==> src/rtl/spss_pkg.sv <==
// Package for the system power state sequencer
package spss_pkg;
   localparam int unsigned CLK_HZ = 20000000;
   localparam int unsigned RTC_HZ = 32768;
   // Delays in microseconds, figures as specified
   localparam int unsigned PGOOD_US = 3000;
   localparam int unsigned PGOOD_FIRST_US = 7800;
   localparam int unsigned OSC_US = 10000;
   localparam int unsigned OSC_FIRST_US = 31250;
   localparam int unsigned XTAL_MAX_US = 3000000;
   // Least times round up, in RTC ticks
   localparam int unsigned PGOOD_TICKS = (PGOOD_US * RTC_HZ + 999999) / 1000000;
   localparam int unsigned PGOOD_FIRST_TICKS = (PGOOD_FIRST_US * RTC_HZ + 999999) / 1000000;
   localparam int unsigned OSC_TICKS = (OSC_US * RTC_HZ + 999999) / 1000000;
   localparam int unsigned OSC_FIRST_TICKS = (OSC_FIRST_US * RTC_HZ + 999999) / 1000000;
   localparam int unsigned XTAL_MAX_TICKS = (XTAL_MAX_US / 1000000) * RTC_HZ;
   // Fractional divider from main clock to RTC tick
   localparam int unsigned RTC_ACC_W = 16;
   localparam logic [RTC_ACC_W:0] RTC_ACC_STEP = 17'(RTC_HZ / 256);
   localparam logic [RTC_ACC_W:0] RTC_ACC_MOD = 17'(CLK_HZ / 256);
   localparam int unsigned TICK_W = 17;
   localparam logic [TICK_W-1:0] TICK_ZERO = 17'h00000;
   localparam logic [TICK_W-1:0] TICK_ONE = 17'h00001;

   typedef enum logic [3:0] {
      SPSS_FIRST_XTAL,
      SPSS_STANDBY,
      SPSS_PGOOD_WAIT,
      SPSS_SLOW_RUN,
      SPSS_CONFIG_UP,
      SPSS_POWER_ON,
      SPSS_DEEP_SLEEP,
      SPSS_DEEP_WAKE,
      SPSS_CONFIG_DOWN,
      SPSS_ISOLATE,
      SPSS_SUPPLY_OFF
   } spss_state_type;

   typedef struct packed {
      logic net_clk_en;
      logic net_clk_fast;
      logic app_clk_en;
      logic main_osc_en;
   } spss_clk_type;

   typedef struct packed {
      logic supply_enable;
      logic rtc_isolate;
      logic net_reset;
      logic app_reset;
   } spss_pwr_type;
endpackage

==> src/rtl/spss_top.sv <==
// System power state sequencer: standby, wakeup, configuration and sleep control
`timescale 1ns/1ps
module spss_top #(
   // Tick step; raising it to the modulus gives one tick per clock for short runs
   parameter logic [spss_pkg::RTC_ACC_W:0] RTC_STEP = spss_pkg::RTC_ACC_STEP
) (
   input wire logic mclk_i,
   input wire logic rst_n_i,
   input wire logic xtal_ok_i,
   input wire logic wake_input_one_i,
   input wire logic wake_input_two_i,
   input wire logic wake_pol_one_i,
   input wire logic wake_pol_two_i,
   input wire logic timer_wake_i,
   input wire logic short_delays_i,
   input wire logic module_reset_pin_n_i,
   input wire logic config_done_i,
   input wire logic standby_req_i,
   input wire logic fw_update_i,
   input wire logic net_sleep_req_i,
   input wire logic app_sleep_req_i,
   input wire logic net_deep_req_i,
   input wire logic app_deep_req_i,
   input wire logic net_irq_i,
   input wire logic app_irq_i,
   output logic supply_enable_out_o,
   output logic core_regulator_enable_o,
   output logic rtc_isolate_o,
   output logic module_reset_pin_n_o,
   output logic module_reset_pin_n_oe_o,
   output logic net_reset_o,
   output logic app_reset_o,
   output logic net_clk_en_o,
   output logic net_clk_fast_o,
   output logic app_clk_en_o,
   output logic main_osc_en_o,
   output logic first_plug_o,
   output spss_pkg::spss_state_type state_o
);
   logic rst_s1_q;
   logic rst_n;
   logic [6:0] sync1_q;
   logic [6:0] sync2_q;
   logic wake1_prev_q;
   logic wake2_prev_q;
   logic timer_prev_q;
   logic wake_hit;
   logic [spss_pkg::RTC_ACC_W:0] acc_q;
   logic rtc_tick;
   logic [spss_pkg::TICK_W-1:0] cnt_q;
   logic cnt_load;
   logic [spss_pkg::TICK_W-1:0] cnt_load_val;
   logic cnt_done;
   logic first_plug_q;
   logic fw_hold_q;
   logic irq_net_s;
   logic irq_app_s;
   logic reset_pin_in_s;
   logic net_sleep_q;
   logic app_sleep_q;
   spss_pkg::spss_state_type state_q;
   spss_pkg::spss_state_type state_d;
   spss_pkg::spss_pwr_type pwr_q;
   spss_pkg::spss_pwr_type pwr_d;
   spss_pkg::spss_clk_type clk_q;
   spss_pkg::spss_clk_type clk_d;

   // Reset release through two flops
   always_ff @(posedge mclk_i or negedge rst_n_i) begin
      if (!rst_n_i) begin
         rst_s1_q <= 1'b0;
         rst_n <= 1'b0;
      end else begin
         rst_s1_q <= 1'b1;
         rst_n <= rst_s1_q;
      end
   end

   // Pin synchronisers; first stage feeds only the second
   always_ff @(posedge mclk_i or negedge rst_n) begin
      if (!rst_n) begin
         sync1_q <= 7'h00;
         sync2_q <= 7'h00;
      end else begin
         sync1_q <= {module_reset_pin_n_i, app_irq_i, net_irq_i, xtal_ok_i, timer_wake_i,
                     wake_input_two_i, wake_input_one_i};
         sync2_q <= sync1_q;
      end
   end

   assign irq_net_s = sync2_q[4];
   assign irq_app_s = sync2_q[5];
   assign reset_pin_in_s = sync2_q[6];

   // Only edges are kept; the raw level never leaves this block
   always_ff @(posedge mclk_i or negedge rst_n) begin
      if (!rst_n) begin
         wake1_prev_q <= 1'b0;
         wake2_prev_q <= 1'b0;
         timer_prev_q <= 1'b0;
      end else begin
         wake1_prev_q <= sync2_q[0];
         wake2_prev_q <= sync2_q[1];
         timer_prev_q <= sync2_q[2];
      end
   end

   function automatic logic edge_of(input logic now, input logic prev, input logic rising);
      edge_of = rising ? (now & ~prev) : (~now & prev);
   endfunction

   assign wake_hit = (sync2_q[2] & ~timer_prev_q) | edge_of(sync2_q[0], wake1_prev_q, wake_pol_one_i)
                   | edge_of(sync2_q[1], wake2_prev_q, wake_pol_two_i);

   // Fractional accumulator makes one 32.768 kHz tick enable
   always_ff @(posedge mclk_i or negedge rst_n) begin
      if (!rst_n) begin
         acc_q <= '0;
      end else if (acc_q + RTC_STEP >= spss_pkg::RTC_ACC_MOD) begin
         acc_q <= acc_q + RTC_STEP - spss_pkg::RTC_ACC_MOD;
      end else begin
         acc_q <= acc_q + RTC_STEP;
      end
   end
   assign rtc_tick = (acc_q + RTC_STEP >= spss_pkg::RTC_ACC_MOD);

   // Delay counter in RTC ticks
   always_ff @(posedge mclk_i or negedge rst_n) begin
      if (!rst_n) begin
         cnt_q <= spss_pkg::TICK_ZERO;
      end else if (cnt_load) begin
         cnt_q <= cnt_load_val;
      end else if (rtc_tick && cnt_q != spss_pkg::TICK_ZERO) begin
         cnt_q <= cnt_q - spss_pkg::TICK_ONE;
      end
   end
   assign cnt_done = (cnt_q == spss_pkg::TICK_ZERO);

   // First plug marker lasts until software shortens the delays
   always_ff @(posedge mclk_i or negedge rst_n) begin
      if (!rst_n) begin
         first_plug_q <= 1'b1;
      end else if (short_delays_i) begin
         first_plug_q <= 1'b0;
      end
   end

   always_ff @(posedge mclk_i or negedge rst_n) begin
      if (!rst_n) begin
         fw_hold_q <= 1'b0;
      end else if (state_q == spss_pkg::SPSS_POWER_ON && fw_update_i) begin
         fw_hold_q <= 1'b1;
      end else if (state_q != spss_pkg::SPSS_CONFIG_DOWN) begin
         fw_hold_q <= 1'b0;
      end
   end

   always_comb begin
      state_d = state_q;
      cnt_load = 1'b0;
      cnt_load_val = spss_pkg::TICK_ZERO;
      unique case (state_q)
         spss_pkg::SPSS_FIRST_XTAL: begin
            // Wait for the crystal itself; no timeout releases the request early
            if (sync2_q[3]) begin
               state_d = spss_pkg::SPSS_PGOOD_WAIT;
               cnt_load = 1'b1;
               cnt_load_val = spss_pkg::TICK_W'(spss_pkg::PGOOD_FIRST_TICKS);
            end
         end
         spss_pkg::SPSS_STANDBY: begin
            if (wake_hit) begin
               state_d = spss_pkg::SPSS_PGOOD_WAIT;
               cnt_load = 1'b1;
               cnt_load_val = first_plug_q ? spss_pkg::TICK_W'(spss_pkg::PGOOD_FIRST_TICKS)
                                           : spss_pkg::TICK_W'(spss_pkg::PGOOD_TICKS);
            end
         end
         spss_pkg::SPSS_PGOOD_WAIT: begin
            if (cnt_done) begin
               state_d = spss_pkg::SPSS_SLOW_RUN;
               cnt_load = 1'b1;
               cnt_load_val = first_plug_q ? spss_pkg::TICK_W'(spss_pkg::OSC_FIRST_TICKS)
                                           : spss_pkg::TICK_W'(spss_pkg::OSC_TICKS);
            end
         end
         spss_pkg::SPSS_SLOW_RUN: begin
            if (cnt_done) begin
               state_d = spss_pkg::SPSS_CONFIG_UP;
            end
         end
         spss_pkg::SPSS_CONFIG_UP: begin
            if (config_done_i) begin
               state_d = spss_pkg::SPSS_POWER_ON;
            end
         end
         spss_pkg::SPSS_POWER_ON: begin
            if (standby_req_i || fw_update_i) begin
               state_d = spss_pkg::SPSS_CONFIG_DOWN;
            end else if (net_deep_req_i && app_deep_req_i) begin
               state_d = spss_pkg::SPSS_DEEP_SLEEP;
            end
         end
         spss_pkg::SPSS_DEEP_SLEEP: begin
            if (irq_net_s || irq_app_s) begin
               state_d = spss_pkg::SPSS_DEEP_WAKE;
               cnt_load = 1'b1;
               cnt_load_val = spss_pkg::TICK_W'(spss_pkg::OSC_TICKS);
            end
         end
         spss_pkg::SPSS_DEEP_WAKE: begin
            if (cnt_done) begin
               state_d = spss_pkg::SPSS_POWER_ON;
            end
         end
         spss_pkg::SPSS_CONFIG_DOWN: begin
            if (config_done_i) begin
               state_d = fw_hold_q ? spss_pkg::SPSS_POWER_ON : spss_pkg::SPSS_ISOLATE;
            end
         end
         spss_pkg::SPSS_ISOLATE: begin
            state_d = spss_pkg::SPSS_SUPPLY_OFF;
         end
         spss_pkg::SPSS_SUPPLY_OFF: begin
            state_d = spss_pkg::SPSS_STANDBY;
         end
         default: begin
            state_d = spss_pkg::SPSS_STANDBY;
         end
      endcase
   end

   always_ff @(posedge mclk_i or negedge rst_n) begin
      if (!rst_n) begin
         state_q <= spss_pkg::SPSS_FIRST_XTAL;
      end else begin
         state_q <= state_d;
      end
   end

   always_comb begin
      pwr_d.supply_enable = 1'b1;
      pwr_d.rtc_isolate = 1'b0;
      pwr_d.net_reset = 1'b0;
      pwr_d.app_reset = 1'b0;
      unique case (state_d)
         spss_pkg::SPSS_FIRST_XTAL, spss_pkg::SPSS_STANDBY, spss_pkg::SPSS_SUPPLY_OFF: begin
            pwr_d.supply_enable = 1'b0;
            pwr_d.rtc_isolate = 1'b1;
            pwr_d.net_reset = 1'b1;
            pwr_d.app_reset = 1'b1;
         end
         spss_pkg::SPSS_PGOOD_WAIT, spss_pkg::SPSS_ISOLATE: begin
            pwr_d.rtc_isolate = 1'b1;
            pwr_d.net_reset = 1'b1;
            pwr_d.app_reset = 1'b1;
         end
         spss_pkg::SPSS_SLOW_RUN, spss_pkg::SPSS_CONFIG_UP, spss_pkg::SPSS_CONFIG_DOWN: begin
            pwr_d.app_reset = 1'b1;
         end
         default: begin
            pwr_d.app_reset = 1'b0;
         end
      endcase
   end

   // Power outputs decoded from the next state and registered so they change with state_o
   always_ff @(posedge mclk_i or negedge rst_n) begin
      if (!rst_n) begin
         pwr_q <= '{supply_enable: 1'b0, rtc_isolate: 1'b1, net_reset: 1'b1, app_reset: 1'b1};
      end else begin
         pwr_q <= pwr_d;
      end
   end

   // Per-processor light sleep; a synchronised interrupt clears the sleep flag on the next clock
   always_ff @(posedge mclk_i or negedge rst_n) begin
      if (!rst_n) begin
         net_sleep_q <= 1'b0;
         app_sleep_q <= 1'b0;
      end else begin
         net_sleep_q <= net_sleep_req_i && !irq_net_s && state_q == spss_pkg::SPSS_POWER_ON;
         app_sleep_q <= app_sleep_req_i && !irq_app_s && state_q == spss_pkg::SPSS_POWER_ON;
      end
   end

   always_comb begin
      clk_d.main_osc_en = 1'b1;
      clk_d.net_clk_en = 1'b1;
      clk_d.net_clk_fast = 1'b1;
      clk_d.app_clk_en = 1'b1;
      // Decoded from the next state so clocks line up with state_o
      unique case (state_d)
         spss_pkg::SPSS_POWER_ON: begin
            clk_d.net_clk_en = !net_sleep_q;
            clk_d.app_clk_en = !app_sleep_q;
         end
         spss_pkg::SPSS_SLOW_RUN: begin
            clk_d.net_clk_fast = 1'b0;
            clk_d.app_clk_en = 1'b0;
         end
         spss_pkg::SPSS_DEEP_SLEEP, spss_pkg::SPSS_DEEP_WAKE: begin
            clk_d.main_osc_en = (state_d == spss_pkg::SPSS_DEEP_WAKE);
            clk_d.net_clk_en = 1'b0;
            clk_d.app_clk_en = 1'b0;
         end
         spss_pkg::SPSS_CONFIG_UP, spss_pkg::SPSS_CONFIG_DOWN: begin
            clk_d.app_clk_en = 1'b0;
         end
         default: begin
            clk_d = '0;
         end
      endcase
   end

   always_ff @(posedge mclk_i or negedge rst_n) begin
      if (!rst_n) begin
         clk_q <= '0;
      end else begin
         clk_q <= clk_d;
      end
   end

   assign supply_enable_out_o = pwr_q.supply_enable;
   assign core_regulator_enable_o = pwr_q.supply_enable;
   assign rtc_isolate_o = pwr_q.rtc_isolate;
   // Open drain: enable low means the pin is pulled low
   assign module_reset_pin_n_o = 1'b0;
   assign module_reset_pin_n_oe_o = !pwr_q.net_reset;
   assign net_reset_o = pwr_q.net_reset | !reset_pin_in_s;
   assign app_reset_o = pwr_q.app_reset | !reset_pin_in_s;
   assign net_clk_en_o = clk_q.net_clk_en;
   assign net_clk_fast_o = clk_q.net_clk_fast;
   assign app_clk_en_o = clk_q.app_clk_en;
   assign main_osc_en_o = clk_q.main_osc_en;
   assign first_plug_o = first_plug_q;
   assign state_o = state_q;
endmodule // spss_top

==> config.mk <==
export PLATFORM = sky130hd
export DESIGN_NAME = spss_top
export DESIGN_NICKNAME = d
export VERILOG_FILES = /design/src/rtl/spss_pkg.sv /design/src/rtl/spss_top.sv
export SDC_FILE = /design/constraint.sdc
export NUM_CORES = 1
export LEC_CHECK = 0
export ABC_AREA = 0
export ABC_CLOCK_PERIOD_IN_PS = 2300
export BUFFER_PORTS_ARGS = -buffer_cell sky130_fd_sc_hd__buf_2
export CAP_MARGIN = 30
export CORE_ASPECT_RATIO = 1.1
export CORE_UTILIZATION = 50
export DETAILED_ROUTE_END_ITERATION = 10
export PLACE_DENSITY = 0.66
export RECOVER_POWER = 100
export SLEW_MARGIN = 30
export SYNTH_ARGS = -nofsm -noshare
export SYNTH_HDL_FRONTEND = slang
export SYNTH_SLANG_ARGS = --single-unit
export TNS_END_PERCENT = 50
==> constraint.sdc <==
create_clock -name mclk_i -period 2.3 [get_ports mclk_i]
set_input_delay 0.115 -clock mclk_i [delete_from_list [all_inputs] [get_ports mclk_i]]
set_output_delay 0.115 -clock mclk_i [all_outputs]
set_load 0.005 [all_outputs]
; ---- Yosys cells after proc, flatten, opt, wreduce, memory -nomap -nowiden
; Index checks and enable logic that the tools add are counted.
[classes]
n_addsub = 3
magnitude_cmp = 1
n_eq_ne = 20
muxes = 38
bitwise_logic = 14
n_reduce_logical = 28
[ops]
columns = op, n
row1 = 2-to-1 mux 17 bit, 3
row2 = 2-to-1 mux 4 bit, 11
row3 = one-hot mux 11 bit (4 select lines), 1
row4 = one-hot mux 4 bit (10 select lines), 1
row5 = 2-to-1 mux 9 bit, 4
row6 = "equality test 4 x 3 -> 1 bit, second input constant", 8
row7 = 2-to-1 mux 11 bit, 2
row8 = "equality test 4 bit, second input constant", 5
row9 = "adder 17 x 8 -> 17 bit, second input constant", 1
row10 = "greater-or-equal comparator 17 bit, second input constant", 1
row11 = zero test 17 bit, 1
row12 = nonzero test 17 bit, 1
row13 = "subtractor 17 x 1 -> 17 bit, second input constant", 1
row14 = "subtractor 17 bit, second input constant", 1
row15 = "equality test 4 x 2 -> 1 bit, second input constant", 4
row16 = 2-to-1 mux 1 bit, 12
row17 = OR reduction 5 bit, 2
row18 = "equality test 4 x 1 -> 1 bit, second input constant", 2
row19 = zero test 4 bit, 2
row20 = OR reduction 8 bit, 1
row21 = logical AND 1 bit, 7
row22 = zero test 1 bit, 6
row23 = OR reduction 3 bit, 2
row24 = AND 1 bit, 5
row25 = other kinds (10), 20
[totals]
regBits = 69
input_bits = 19
output_inout_bits = 16
word_cells = 126

; ---- Depth between registers and ports, before layout
[logic_depth]
ltp_word = 10
mapped_depth = 12

; ---- Worst setup path before layout
; No wires, ideal clock.
[synth_path]
kind = register to register
start = reg acc_q[7] (netlist name)
end = reg cnt_q[5] (netlist name)
setup_ns = 0.121
arrival_time_ns = 2.216
required_ns = 2.179
path_slack_ns = -0.037
stages_incl_launch_ff = 12
n_path_buf = 1
period_less_slack_ns = 2.337
cell_sequence = dfrtp_1 inv_1 ha_1 or3_1 o221a_4 nand2b_4 o21ai_2 a21o_1 buf_6 o21bai_2 o21a_1 o22a_1
[synth_via]
elab_chain_cells = 4
[synth_rtl]
columns = item, line_no
row1 = "start, declared", spss_top.sv:48  ; logic [spss_pkg::RTC_ACC_W:0] acc_q;
row2 = "start signal, assigned", spss_top.sv:120  ; acc_q <= acc_q + RTC_STEP - spss_pkg::RTC_ACC_MOD;
row3 = "start signal, assigned", spss_top.sv:122  ; acc_q <= acc_q + RTC_STEP;
row4 = adder 17 x 8 -> 17 bit, spss_top.sv:125  ; assign rtc_tick = (acc_q + RTC_STEP >= spss_pkg::RTC_ACC_MOD);
row5 = greater-or-equal comparator 17 bit, spss_top.sv:125
row6 = logical AND 1 bit, spss_top.sv:133  ; end else if (rtc_tick && cnt_q != spss_pkg::TICK_ZERO) begin
row7 = nonzero test 2 bit (no source line), --
row8 = "end signal, assigned", spss_top.sv:130  ; cnt_q <= spss_pkg::TICK_ZERO;
row9 = "end signal, assigned", spss_top.sv:132  ; cnt_q <= cnt_load_val;
row10 = "end signal, assigned", spss_top.sv:134  ; cnt_q <= cnt_q - spss_pkg::TICK_ONE;
row11 = "end, declared", spss_top.sv:50  ; logic [spss_pkg::TICK_W-1:0] cnt_q;
; Every way passes these cells.
; A chain may end at the register's enable or synchronous reset.

; ---- Worst setup path after layout
[layout_path]
start = reg acc_q[7] (netlist name)
end = reg cnt_q[12] (netlist name)
; The elaborated chain is that of the path after synthesis.

==> impl_metrics.py <==
metrics = {
    "die": {
        "die_area_um2": 7610,
        "core_um2": 7010,
        "die_h_um": 91.4,
        "io_pins": 35,
        "die_x_um": 83.3,
        "start_util_pct": 51.9,
        "rows": 32,
    },
    "global_route": {
        "grt_pass1_vias": 2881,
        "antenna_found_initial": 0,
        "grtUsageTotal_pct": 21.8,
        "grt-ovfl-total": 0,
        "grt_max_degree": 67,
        "grt_pass1_wl_mm": 13.1,
    },
    "yosys": {
        "netlist_area_um2": 3630,
        "synth_area_leaders": "dfrtp_1 (45%), nor2_1 (4.9%), xnor2_1 (4.6%)",
        "synth_top_area_cell": "dfrtp_1",
        "synth_cells": 360,
        "synth_cell_types": 77,
        "synth_ff_type": "dfrtp_1",
        "synth_area_per_cell_um2": 10.1,
        "synth_edf_count": 0,
        "yosysSeqAreaShare_pct": 46.9,
        "yosys_register_bits": 68,
        "syn-num-nets": 386,
        "yosysTopAreaCellShare_pct": 44.8,
        "yosysWarnings": 0,
        "synthArstFlopShare_pct": 100,
    },
    "finish": {
        "regArea_um2": 1710,
        "final_common_cell": "dfrtp_1",
        "stdcell_area_um2": 4570,
        "layout-drive-gt1-share_pct": 29.2,
        "synthToLayoutAreaGrowth_pct": 25.7,
        "diodes": 0,
        "fin_nets": 459,
        "final_cell_mix": "dfrtp_1 (60), nor2_1 (44), buf_2 (29), buf_4 (27), nand2_1 (24)",
        "fillers": 543,
        "multi_input_area_um2": 1930,
    },
    "worst_setup_path": {
        "regToRegStartpoint": "acc_q[7]",
        "critPathLaunchType": "flip-flop",
        "setup.worst_path.end": "cnt_q[12]",
        "r2r-end": "cnt_q[12]",
        "startpoint": "acc_q[7]",
        "crit_type": "flip-flop to flip-flop",
        "regToRegSetupSlack_ns": -0.06,
        "cp.arrival_ns": 2.60,
        "cp_max_fo": 5,
        "critPathCaptureType": "flip-flop",
        "ff2ff_path_depth": 11,
        "cp_data_required_time_ns": 2.54,
    },
    "clocking": {
        "cts_root_buffer": "clkbuf_8",
        "cts_tree": "done",
        "clk_latency_ns": 0.35,
        "cts_sinks": 68,
        "cts_inserted_buffers": 9,
        "clk_transition_reported_paths_ns": 0.08,
        "cts_buffer_depth": 2,
        "cts_max_level": 3,
    },
    "sta": {
        "setup_viol": 7,
        "tns_ns": -0.189,
        "hold_viol": 0,
        "maxSlewViolCount": 67,
        "period_needed_ns": 2.36,
        "relSlewSlack_pct": -5.22,
        "hold_ws_ns": 0.0282,
        "fin_crit_sh_pct": 103,
        "tightest_slew_ns": 1.58,
        "fin_skew_ns": 0.00835,
        "rsz0062_at_grt": "true",
        "setup_ws_ns": -0.0589,
        "clock.fmax_mhz": 424,
    },
    "route": {
        "num_vias": 2898,
        "final_antenna_net_count": 0,
        "via_per_inst": 5.54,
        "drc": 0,
        "wl_per_cell_um": 14.9,
        "drtPass1Iterations": 4,
        "drt-initial-drc-count": 113,
        "drt-total-wl_mm": 7.77,
    },
    "power": {
        "power_density_nw_per_um2": 526,
        "finalPower_mw": 2.40,
        "irDropWorstVdd_mv": 0.393,
        "total_leakage_power_nw": 1.93,
    },
    "run_status": {
        "status": "finished with violations",
        "violations": "max-capacitance violations, max-slew violations, negative setup slack",
    },
    "placement": {
        "hpwl_mm": 5.24,
        "gp_congestion": 0.883,
        "place_area_um2": 4060,
        "portBuffers": 33,
    },
    "job": {
        "drv_cap": 1,
    },
    "worst_hold_path": {
        "hold_class": "primary input to flip-flop",
    },
}
## cells in the mapped netlist (all sizes together), types with 2 or more instances
cell	count
nand3	10
nor4b	2
ha	7
a211oi	3
nor4	5
a31oi	4
nor3b	3
clkbuf	5
o22ai	3
nor2b	9
xnor2	19
inv	17
nand4	12
buf	8
conb	2
o21ai	17
o211ai	4
o21a	5
nand3b	3
and2	3
nand4b	2
or3	2
and3b	2
a21oi	13
o21bai	2
nand2	26
and4	2
nor2	50
dfstp	3
o22a	4
nor3	7
xor2	15
dfrtp	65
or4	2
nand2b	4
## cell families after synthesis
| family | synth area share [%] |
|---|---|
| compound gates | 14.6 |
| buf+inv | 4.03 |
| fa+ha+maj | 2.41 |
| mux | 0.275 |
| other cells | 0.207 |
| flops | 46.9 |
| xor+xnor | 8.20 |
| simple gates | 23.3 |
## critical path, stage by stage, from the launching register on
cell and delay (ns):
dfrtp_2 0.44, inv_2 0.08, ha_4 0.20, nor4bb_1 0.29
nand4_1 0.22, nand2b_4 0.13, o21ai_4 0.06, a21o_4 0.24
clkbuf_16 0.16, nor4_4 0.22, xnor2_1 0.15, nor2_1 0.05
## worst min-delay path by stage
| stage | slack, ns | depth (start not counted) | startpoint | end |
|---|---|---|---|---|
| after global placement | -0.1 | 1 | rst_n_i | rst_s1_q |
| after CTS | 0.02 | 2 | app_sleep_req_i | app_sleep_q |
| after detailed placement | -0.1 | 1 | rst_n_i | rst_s1_q |
| after floorplan | -0.18 | 0 | rst_n_i | rst_n |
| after global routing | 0.03 | 2 | app_sleep_req_i | app_sleep_q |
| final | 0.03 | 2 | app_sleep_req_i | app_sleep_q |
## registers in the layout (all words and copies together), names as in the netlist
name	flops
fw_hold_q	1
acc_q	17
timer_prev_q	1
sync2_q	7
rst_n	1
net_clk_fast_o	1
core_regulator_enable_o	1
net_sleep_q	1
first_plug_o	1
wake1_prev_q	1
pwr_q	2
wake2_prev_q	1
sync1_q	7
main_osc_en_o	1
app_sleep_q	1
state_o	4
cnt_q	17
app_clk_en_o	1
net_clk_en_o	1
rst_s1_q	1
## per-stage QoR
stage	std cells	utilization [%]	worst slack, ns
6_report	523	65.2	-0.0589
5_1_grt	523	65.2	-0.187
4_1_cts	518	62.9	-0.0453
3_5_place_dp	491	57.9	-0.0866
3_3_place_gp	491	57.9	-0.0174
2_1_floorplan	360	-	0.0111
## metal layers
layer | part of all wire (%) | track usage, % | wire length, µm | vias up
met5 | 0 | 0 | 0 | -
met1 | 44 | 27.7 | 3450 | 1401
met3 | 3.7 | 4.45 | 288 | 18
met2 | 50 | 35.5 | 3860 | 67
li1 | - | - | - | 1412
met4 | 2.2 | 10.3 | 173 | 0
## report_power, final
group | switching [mW] | internal (mW)
clock network | 0.500 | 0.615
logic | 0.0382 | 0.0306
registers | 0.00786 | 1.21
total | 0.546 | 1.86
## timing repair
item,CTS,global route
gates resized for setup,3,28
endpoints found under the setup margin,10,34
gates cloned,0,1
pin swaps,1,10
hold endpoints to repair,10,0
hold buffers,9,0
buffers inserted,2,5
## final cells by class
cell class | instances | area share, %
clock buffer | 9 | 2.71
inverter | 17 | 1.40
tap | 85 | 2.33
sequential | 68 | 37.5
clock inverter | 7 | 2.22
timing repair buffer | 75 | 11.6
multi-input combinational | 262 | 42.2
(Power assumes the default switching activity.)
